`config.mk`:
```
export PLATFORM = sky130hd
export DESIGN_NAME = vtr_stages
export DESIGN_NICKNAME = d
export VERILOG_FILES = /design/src/vtr_buf2.v /design/src/vtr_stages.v
export VERILOG_INCLUDE_DIRS = /design/src
export SDC_FILE = /design/constraint.sdc
export NUM_CORES = 1
export LEC_CHECK = 0
export BUFFER_PORTS_ARGS = -buffer_cell sky130_fd_sc_hd__buf_2
export CAP_MARGIN = 5
export CORE_MARGIN = 1.5
export CORE_UTILIZATION = 53
export DETAILED_ROUTE_END_ITERATION = 12
export PLACE_DENSITY_LB_ADDON = 0.1
export RECOVER_POWER = 100
export SKIP_LAST_GASP = 1
export SLEW_MARGIN = 5
export SYNTH_ARGS = -nofsm -noshare
export SYNTH_HDL_FRONTEND = slang
export SYNTH_SLANG_ARGS = --single-unit
```
`constraint.sdc`:
```
create_clock -name CLK_SYS -period 2.9 [get_ports CLK_SYS]
set_clock_uncertainty 0.2 [all_clocks]
set_input_delay 0.29 -clock CLK_SYS [delete_from_list [all_inputs] [get_ports CLK_SYS]]
set_output_delay 0.29 -clock CLK_SYS [all_outputs]
set_load 0.01 [all_outputs]
```
`src/vtr_map.vh`:
```
// Purpose: Shared constants for the valid-tagged rate and latency stages
// Assumes: Included by bare name from every design file
// Notes:   Defaults except VTR_CNT_W, VTR_CNT_RST and VTR_ZERO_W; module parameters may override them
`ifndef VTR_MAP_VH
`define VTR_MAP_VH

// Sample word width
`define VTR_DATA_W      16
// Delay line length in sample periods
`define VTR_DLY_LAT     4
// Register stage initial output value
`define VTR_REG_INIT    16'h0000
// Register stage loads only valid samples when 1
`define VTR_REG_KEEP    1'b0
// Down-sampler ratio and zero-initial-output option
`define VTR_DS_K        2
`define VTR_DS_ZERO     1'b0
// Up-sampler ratio and copy option
`define VTR_US_K        2
`define VTR_US_COPY     1'b1
// Phase counter width and its reset value
`define VTR_CNT_W       8
`define VTR_CNT_RST     8'h00
// Idle word of the delay, rate and clearer sample registers
`define VTR_ZERO_W      16'h0000

`endif

```
`src/vtr_buf2.v`:
```
// Purpose: Two-entry buffer with valid and ready on both sides
// Assumes: Synchronous active-low reset, clock enable freezes all state
// Notes:   in_ready and out_valid/out_data come straight from flip-flops
`include "vtr_map.vh"

module vtr_buf2 #(
    parameter W = `VTR_DATA_W + 1
) (
    input  wire         clk,
    input  wire         rst_n,
    input  wire         ce,
    input  wire         in_valid,
    output wire         in_ready,
    input  wire [W-1:0] in_data,
    output wire         out_valid,
    input  wire         out_ready,
    output wire [W-1:0] out_data
);

    reg  [W-1:0] head_q;
    reg          head_v_q;
    reg  [W-1:0] skid_q;
    reg          skid_v_q;
    wire         push;
    wire         pop;

    // Handshake terms
    assign push      = in_valid & ~skid_v_q;
    assign pop       = head_v_q & out_ready;
    assign in_ready  = ~skid_v_q;
    assign out_valid = head_v_q;
    assign out_data  = head_q;

    // Head feeds the output, skid catches a word while the reader stalls
    always @(posedge clk)
    begin
        if (!rst_n)
        begin
            head_q   <= {W{1'b0}};
            head_v_q <= 1'b0;
            skid_q   <= {W{1'b0}};
            skid_v_q <= 1'b0;
        end
        else if (ce)
        begin
            if (!head_v_q || pop)
            begin
                if (skid_v_q)
                begin
                    head_q   <= skid_q;   // Oldest word first
                    head_v_q <= 1'b1;
                    skid_v_q <= 1'b0;
                end
                else
                begin
                    head_q   <= in_data;
                    head_v_q <= push;
                end
            end
            else if (push)
            begin
                skid_q   <= in_data;      // Reader stalled, park the word
                skid_v_q <= 1'b1;
            end
        end
    end

endmodule

```
`src/vtr_stages.v`:
```
// Purpose: Valid-tagged delay, register, rate and valid-flag stages
// Assumes: One system clock CLK_SYS; CE high marks an enabled edge
// Notes:   Every output comes from a flip-flop; tag = companion valid net
// Function
// - Delay line repeats each input after a set number of sample periods.
// - Delay outputs stay flagged invalid until the line has filled.
// - Delay accepts any latency of one or more and has no initial output value.
// - Register stage delays its input by exactly one sample period.
// - Register stage has data and reset inputs; initial value is a parameter.
// - With keep-valid option, register never loads invalid samples.
// - Down-sampler forwards every k-th input and holds it one output period.
// - Down ratio k is at least 2; output period is k input periods.
// - Zero-initial option makes first down output valid zero, else invalid.
// - Up ratio k is at least 2; output period is input period over k.
// - Copy option repeats each input across all its k output periods.
// - Without copy, each input appears once then k-1 zero outputs.
// - Every data word travels with a companion valid flag.
// - Valid reader outputs 1 for a valid input sample, else 0.
// - Valid clearer marks output invalid when control is zero, else passes.
// - Valid clearer never turns an invalid sample into a valid one.
`include "vtr_map.vh"

module vtr_stages #(
    parameter       DATA_W   = `VTR_DATA_W,
    parameter       DLY_LAT  = `VTR_DLY_LAT,
    parameter [DATA_W-1:0] REG_INIT = `VTR_REG_INIT,
    parameter [0:0] REG_KEEP = `VTR_REG_KEEP,
    parameter       DS_K     = `VTR_DS_K,
    parameter [0:0] DS_ZERO  = `VTR_DS_ZERO,
    parameter       US_K     = `VTR_US_K,
    parameter [0:0] US_COPY  = `VTR_US_COPY
) (
    input  wire              CLK_SYS,
    input  wire              RST_B,
    input  wire              CE,
    // Delay line
    input  wire [DATA_W-1:0] DLY_IN,
    input  wire              DLY_IN_TAG,
    output wire              DLY_IN_RDY,
    output wire [DATA_W-1:0] DLY_OUT,
    output wire              DLY_OUT_TAG,
    output wire              DLY_OUT_AVAIL,
    input  wire              DLY_OUT_RDY,
    // Single register stage
    input  wire [DATA_W-1:0] REG_IN,
    input  wire              REG_IN_TAG,
    input  wire              REG_CLR,
    output reg  [DATA_W-1:0] REG_OUT,
    output reg               REG_OUT_TAG,
    // Down-sampler
    input  wire [DATA_W-1:0] DS_IN,
    input  wire              DS_IN_TAG,
    output reg  [DATA_W-1:0] DS_OUT,
    output reg               DS_OUT_TAG,
    output reg               DS_OUT_STB,
    // Up-sampler
    input  wire [DATA_W-1:0] US_IN,
    input  wire              US_IN_TAG,
    output reg               US_IN_TAKE,
    output reg  [DATA_W-1:0] US_OUT,
    output reg               US_OUT_TAG,
    // Valid reader
    input  wire              GV_IN_TAG,
    output reg               GV_OUT,
    // Valid clearer
    input  wire [DATA_W-1:0] SV_IN,
    input  wire              SV_IN_TAG,
    input  wire              SV_CTRL,
    output reg  [DATA_W-1:0] SV_OUT,
    output reg               SV_OUT_TAG
);

    localparam CW = `VTR_CNT_W;

    // Ratios below two fall back to two
    localparam DS_KK = (DS_K < 2) ? 2 : DS_K;
    localparam US_KK = (US_K < 2) ? 2 : US_K;
    localparam [CW-1:0] DS_LAST = DS_KK - 1;
    localparam [CW-1:0] US_LAST = US_KK - 1;

    // Latency below one falls back to one
    localparam LAT = (DLY_LAT < 1) ? 1 : DLY_LAT;

    // Shared phase counter step, wrapping after the last phase
    function [CW-1:0] next_phase;
        input [CW-1:0] cur;
        input [CW-1:0] last;
        begin
            if (cur == last)
                next_phase = `VTR_CNT_RST;
            else
                next_phase = cur + 8'h01;
        end
    endfunction

    // Delay line
    // The last of the LAT registers is the buffer head, so the buffer
    // costs no extra latency while the reader keeps up.
    wire              dly_adv;
    wire [DATA_W:0]   dly_tail;
    wire              buf_rdy;
    wire [DATA_W:0]   buf_out;

    // Chain advances only on enabled edges the buffer can absorb
    assign dly_adv = CE & buf_rdy;

    generate
        if (LAT == 1)
        begin : g_direct
            // Single stage is the buffer head itself
            assign dly_tail = {DLY_IN_TAG, DLY_IN};
        end
        else
        begin : g_chain
            reg [DATA_W-1:0] dly_data_q [0:LAT-2];
            reg [LAT-2:0]    dly_tag_q;
            integer          i;

            // Shift data and tags together, tags start clear
            always @(posedge CLK_SYS)
            begin
                if (!RST_B)
                begin
                    dly_tag_q <= {(LAT-1){1'b0}};
                    for (i = 0; i < LAT - 1; i = i + 1)
                        dly_data_q[i] <= `VTR_ZERO_W;
                end
                else if (dly_adv)
                begin
                    dly_data_q[0] <= DLY_IN;
                    dly_tag_q[0]  <= DLY_IN_TAG;
                    for (i = 1; i < LAT - 1; i = i + 1)
                    begin
                        dly_data_q[i] <= dly_data_q[i-1];
                        dly_tag_q[i]  <= dly_tag_q[i-1];
                    end
                end
            end

            assign dly_tail = {dly_tag_q[LAT-2], dly_data_q[LAT-2]};
        end
    endgenerate

    // Output buffer absorbs reader stalls without losing a sample
    vtr_buf2 #(
        .W (DATA_W + 1)
    ) u_buf (
        .clk       (CLK_SYS),
        .rst_n     (RST_B),
        .ce        (CE),
        .in_valid  (1'b1),
        .in_ready  (buf_rdy),
        .in_data   (dly_tail),
        .out_valid (DLY_OUT_AVAIL),
        .out_ready (DLY_OUT_RDY),
        .out_data  (buf_out)
    );

    // Delay line outputs, tag stays clear until filled
    assign DLY_IN_RDY  = buf_rdy;
    assign DLY_OUT     = buf_out[DATA_W-1:0];
    assign DLY_OUT_TAG = buf_out[DATA_W];

    // Single register stage
    // Reset input reloads the initial value on an enabled edge; with
    // the keep option invalid samples leave the output untouched.
    always @(posedge CLK_SYS)
    begin
        if (!RST_B)
        begin
            REG_OUT     <= REG_INIT;
            REG_OUT_TAG <= 1'b1;
        end
        else if (CE)
        begin
            if (REG_CLR)
            begin
                REG_OUT     <= REG_INIT;
                REG_OUT_TAG <= 1'b1;
            end
            else if (!(REG_KEEP && !REG_IN_TAG))
            begin
                REG_OUT     <= REG_IN;
                REG_OUT_TAG <= REG_IN_TAG;
            end
        end
    end

    // Down-sampler
    reg  [CW-1:0] ds_cnt_q;
    wire          ds_last;

    assign ds_last = (ds_cnt_q == DS_LAST);

    // Input phase counter, one step per input sample
    always @(posedge CLK_SYS)
    begin
        if (!RST_B)
            ds_cnt_q <= `VTR_CNT_RST;
        else if (CE)
            ds_cnt_q <= next_phase(ds_cnt_q, DS_LAST);
    end

    // Capture every k-th input and hold it for k input periods
    always @(posedge CLK_SYS)
    begin
        if (!RST_B)
        begin
            DS_OUT     <= `VTR_ZERO_W;
            DS_OUT_TAG <= DS_ZERO;
            DS_OUT_STB <= 1'b0;
        end
        else if (CE)
        begin
            DS_OUT_STB <= ds_last;   // Marks a new output sample
            if (ds_last)
            begin
                DS_OUT     <= DS_IN;
                DS_OUT_TAG <= DS_IN_TAG;
            end
        end
    end

    // Up-sampler
    reg  [CW-1:0] us_cnt_q;
    wire [CW-1:0] us_cnt_d;
    wire          us_first;

    assign us_cnt_d = next_phase(us_cnt_q, US_LAST);
    assign us_first = (us_cnt_q == `VTR_CNT_RST);

    // Output phase counter, one step per output sample
    always @(posedge CLK_SYS)
    begin
        if (!RST_B)
            us_cnt_q <= `VTR_CNT_RST;
        else if (CE)
            us_cnt_q <= us_cnt_d;
    end

    // Phase zero takes the input, later phases copy or send zero
    always @(posedge CLK_SYS)
    begin
        if (!RST_B)
        begin
            US_OUT     <= `VTR_ZERO_W;
            US_OUT_TAG <= 1'b0;
            US_IN_TAKE <= 1'b1;        // First enabled edge takes input
        end
        else if (CE)
        begin
            US_IN_TAKE <= (us_cnt_d == `VTR_CNT_RST);
            if (us_first)
            begin
                US_OUT     <= US_IN;
                US_OUT_TAG <= US_IN_TAG;
            end
            else if (!US_COPY)
                US_OUT <= `VTR_ZERO_W;
            // With copy the held sample simply stays
        end
    end

    // Valid reader
    always @(posedge CLK_SYS)
    begin
        if (!RST_B)
            GV_OUT <= 1'b0;
        else if (CE)
            GV_OUT <= GV_IN_TAG;
    end

    // Valid clearer, can only drop the tag
    always @(posedge CLK_SYS)
    begin
        if (!RST_B)
        begin
            SV_OUT     <= `VTR_ZERO_W;
            SV_OUT_TAG <= 1'b0;
        end
        else if (CE)
        begin
            SV_OUT     <= SV_IN;
            SV_OUT_TAG <= SV_IN_TAG & SV_CTRL;
        end
    end

endmodule

```
Yosys cells after proc, flatten, opt, wreduce, memory -nomap -nowiden
Memory sizes are Yosys's and may differ from the RTL's.
Cells that the tools add are included.
{ "word_totals": {"ram_bits": 48, "in_bits": 92, "word_cells": 53, "reg_bits": 126, "out_inout_bits": 90, "memories": 1} }
{ "op_classes": {"n_bitwise": 8, "n_mux": 14, "n_addsub": 2, "n_eq_ne": 2, "n_reduce_logical": 8} }
{ "mem_list": {"columns": ["name", "depth", "word_bits", "rd", "rd_clocked_by_memory_dff", "write_ports", "line_no", "source"], "rows": [
  ["g_chain.dly_data_q", 3, 16, 3, 0, 3, "vtr_stages.v:115", "reg [DATA_W-1:0] dly_data_q [0:LAT-2];"]
]} }
{ "ops": {"columns": ["op", "n"], "rows": [
  ["16-bit two-way mux", 4],
  ["17-bit two-way mux", 1],
  ["8-bit by 1-bit adder with 8-bit output (second input constant)", 2],
  ["8-bit by 1-bit equality test with 1-bit output (second input constant)", 2],
  ["8-bit logical NOT", 2],
  ["8-bit two-way mux", 2],
  ["2-bit AND reduction", 4],
  ["1-bit two-way mux", 7],
  ["1-bit AND", 3],
  ["1-bit bitwise OR", 3],
  ["1-bit inverter", 2],
  ["1-bit logical NOT", 1],
  ["1-bit logical OR", 1]
]} }

Depth between registers and ports, before layout
{ "depth": {"ltp_word": 6, "ltp_mapped": 7, "ltp_nobuf": 6} }

Cells and area by module
From an unflattened synthesis, not the netlist that was laid out.
{ "unflattened": {"hier_cells": 636, "hier_area_um2": 7079.3} }
{ "modules_own_cells": {"columns": ["mod", "seq_area_each_um2", "instances", "cells_each", "area_each_um2"], "rows": [
  ["vtr_stages", 3243.1, 1, 472, 5418.9],
  ["vtr_buf2", 720.7, 1, 164, 1660.3]
]} }

Worst setup path after synthesis
No wires, ideal clock.
{ "synth_timing": {"path_type": "register to register", "from": "register u_buf.skid_v_q", "to": "memory g_chain.dly_data_q[0][0] (netlist name) (enable)", "path_stages_with_launch": 5, "n_path_buf": 1, "slack_ps": 521, "required_ps": 2298, "setup_time_ps": 402, "synth_period_minus_slack_ps": 2379, "t_arrival_ps": 1776, "path_cell_list": "dfxtp_1 -> buf_4 -> nand2b_1 -> and2_1 -> inv_1"} }
{ "synth_lines": {"columns": ["element", "line_no", "source"], "rows": [
  ["from (decl)", "vtr_buf2.v:23", "reg skid_v_q;"],
  ["from (signal assigned)", "vtr_buf2.v:42", "skid_v_q <= 1'b0;"],
  ["from (signal assigned)", "vtr_buf2.v:52", "skid_v_q <= 1'b0;"],
  ["from (signal assigned)", "vtr_buf2.v:63", "skid_v_q <= 1'b1;"],
  ["to (decl)", "vtr_stages.v:115", null]
]} }

==> flow_metrics.py <==
metrics = {
    "floorplanning": {
        "num_rows": 41,
        "start_util": 0.549,
        "die_w_um": 118,
        "dieArea_mm2": 0.0139,
        "io_pins": 182,
        "dieHeight_um": 118,
        "core_region_area_mm2": 0.0128,
    },
    "worst_setup_path": {
        "r2r_start": "u_buf.skid_v_q",
        "cpMaxStageDelayCell": "clkbuf_2",
        "critPathCaptureType": "register",
        "crit_arrival_ns": 2.06,
        "crit_type": "register to register",
        "max_stage_delay_ns": 0.83,
        "required_ns": 2.74,
        "crit_path_start": "u_buf.skid_v_q",
        "worstPathCellList": "nand2b_1 -> and2_0 -> clkinv_1 -> clkbuf_2",
        "crit_fanout": 48,
        "cp-start-kind": "register",
        "crit_buf_inv": 2,
        "critPathTopFamily": "buffers and inverters",
    },
    "clock_tree": {
        "clock_path_buffers": 2,
        "cts_tree": "yes",
        "clock-sinks": 174,
        "cts.clk_slew.worst_paths_ns": 0.06,
        "htree_levels": 4,
        "cts_buffers": 17,
        "clock_latency_ns": 0.42,
        "root_buffer": "clkbuf_16",
    },
    "synthesis": {
        "yosysTopAreaCellShare": 0.360,
        "postSynthCellCount": 635,
        "synth_ff_type": "dfxtp_1",
        "synth_enable_flop_cells": 48,
        "synth_area_mm2": 0.00701,
        "synth.most_common_cell": "dfxtp_1",
        "syn_nets": 732,
        "async_flop_share": 0,
        "synth-seq-cells": 174,
        "yosysUniqueCellTypes": 45,
        "yosys.area.top_type": "dfxtp_1",
        "syn_avg_cell_area_um2": 11.0,
        "ys_seq_area_frac": 0.565,
        "synthTopCellsByArea": "dfxtp_1, edfxtp_1, mux2i_1, nor2b_1, and2_1",
        "synth_commonest_cells": "dfxtp_1, nor2b_1, mux2i_1, nand2_1, and2_1",
        "synth_warnings": 0,
    },
    "hold_path": {
        "worstHoldPathType": "input pin to register",
        "min_from": "REG_CLR",
    },
    "finish": {
        "antenna_cells": 0,
        "layout.nets": 985,
        "drive_above_1_share": 0.139,
        "synthToLayoutAreaGrowth_pct": 32.2,
    },
    "timing": {
        "finalHoldViolations": 0,
        "whs_ns": 0.0516,
        "fin_crit_ns": 2.22,
        "rsz0062_at_grt": "false",
        "slew_viol_final": 0,
        "min_period_over_period": 0.766,
        "max_freq_mhz": 450,
        "tightest_slew_ns": 1.12,
        "setup_viol": 0,
        "final.setup.tns_ns": 0,
        "relSlewSlack": 0.254,
    },
    "route": {
        "wirelength_um": 14800,
        "drt_iter0_drc": 269,
        "routedWlPerCell_um": 13.8,
        "vias_per_cell": 4.93,
        "drt_pre_antenna_iters": 6,
        "drc": 0,
        "vias": 5288,
        "ant_nets": 0,
    },
    "pwr": {
        "clkPwrFrac": 0.397,
        "p_leak_uw": 0.00388,
        "power_switching_uw": 1210,
        "p_int_uw": 4230,
        "swShare": 0.223,
        "comb_power_share": 0.106,
        "ir_drop_mv": 0.426,
        "power.density_mw_per_mm2": 587,
        "p_seq_frac": 0.497,
    },
    "flow_run": {
        "max_cap_violations": 0,
    },
    "run_status": {
        "outcome": "finished, final reports clean",
    },
    "placement": {
        "post-dp-hpwl_um": 9080,
        "gp_routability_congestion": 0.788,
        "io_buffers": 181,
    },
    "global_routing": {
        "antenna_found_initial": 0,
        "grt_pass1_vias": 5150,
        "grt_max_degree": 69,
        "grt_pass1_wl_um": 24500,
        "overflow": 0,
        "grtUsageTotal": 0.218,
    },
}
==> registers in the layout (all words and copies together), names as in the netlist, 3 cells and up <==
| register | cells |
|---|---|
| g_chain.dly_tag_q | 3 |
| g_chain.dly_data_q | 48 |
| DS_OUT | 16 |
| US_OUT | 16 |
| u_buf.skid_q | 17 |
| REG_OUT | 16 |
| u_buf.out_data | 17 |
| us_cnt_q | 8 |
| ds_cnt_q | 8 |
| SV_OUT | 16 |
==> cells by family (layout without fill, tap and decap cells) <==
logic type | after synthesis | count (layout) | share of synthesized area
fa+ha+maj | 5 | 5 | 0.00892
flops | 174 | 174 | 0.565
xor+xnor | 11 | 11 | 0.0137
simple gates | 252 | 252 | 0.200
buf+inv | 51 | 317 | 0.0353
compound gates | 74 | 74 | 0.0799
mux | 68 | 68 | 0.0971
==> routing by layer <==
| layer | wire length, um | share of wire | GRT usage |
|---|---|---|---|
| met1 | 6890 | 0.46 | 0.273 |
| met2 | 7010 | 0.47 | 0.357 |
| met3 | 720 | 0.049 | 0.0591 |
| met4 | 227 | 0.015 | 0.0869 |
| met5 | 0 | 0 | 0 |
==> through the flow <==
step                       util  total power [uW]  setup slack [ns]  std cells  cell area [um^2]
after floorplan               -              3070             0.521        635              7010
after global placement    0.626              3240              1.05        955              7990
after detailed placement  0.626              3260             0.996        955              7990
after CTS                 0.737              5520             0.980       1073              9410
after global routing      0.726              5680             0.513       1073              9270
final                     0.726              5440             0.679       1073              9270
==> layout make-up <==
| class | count | area [um^2] |
|---|---|---|
| Inverter | 8 | 30.0 |
| Multi-Input combinational cell | 410 | 2790 |
| Sequential cell | 174 | 3960 |
| Timing Repair Buffer | 277 | 1710 |
| Fill cell | 946 | 3510 |
| Tap cell | 172 | 215 |
| Clock buffer | 24 | 472 |
| Clock inverter | 8 | 88.8 |
==> tightest hold or removal path, delay by kind of cell <==
kind                   cells  cell delay, ns
and+or+nand+nor            1            0.15
buffers and inverters      1            0.10
AOI/OAI and AO/OA          1            0.07
==> cells in the final DEF (no fill, tap or decap), drive strengths merged, types with 2 or more instances in the layout <==
cell         Yosys  final
edfxtp          48     48
dfxtp          126    126
dlygate4sd3      0     86
xnor2            8      8
nand2b           6      6
nor4b            3      3
a22o             3      3
and2            54     54
nand2           67     67
clkbuf          26    121
o211a           17     17
buf             17     94
a21oi           15     15
mux2i           68     68
nand4            7      7
and3             2      2
a211oi           2      2
inv              8      7
nand3            7      7
xor2             3      3
nor2            16     16
o21ai            2      2
bufinv           0      2
nor3             2      2
a21boi          25     25
clkinv           0      7
nor2b           82     82
and4             2      2
o22ai            3      3
ha               5      5
==> power groups by stage <==
stage	logic, uW	registers, uW	clock network, uW
after global placement	493	2750	0
final	577	2700	2160
after global routing	632	2720	2330
after floorplan	290	2780	0
after detailed placement	509	2750	0
after CTS	599	2700	2220
==> what timing repair did <==
action | in CTS | in global routing
endpoints found under the hold margin | 85 | 0
resized for setup | 0 | 0
hold buffers | 86 | 0
buffers inserted | 0 | 0
==> path summary, 6_finish.rpt <==
check / slack [ns] / cells after the start / endpoint
setup reg to reg: 0.68 / 4 / g_chain.dly_data_q[0][12]
setup / recovery: 0.68 / 4 / g_chain.dly_data_q[0][12]
hold reg to reg: 0.27 / 2 / u_buf.skid_q[3]
hold / removal: 0.05 / 3 / REG_OUT[14]
(Power assumes the default switching activity.)
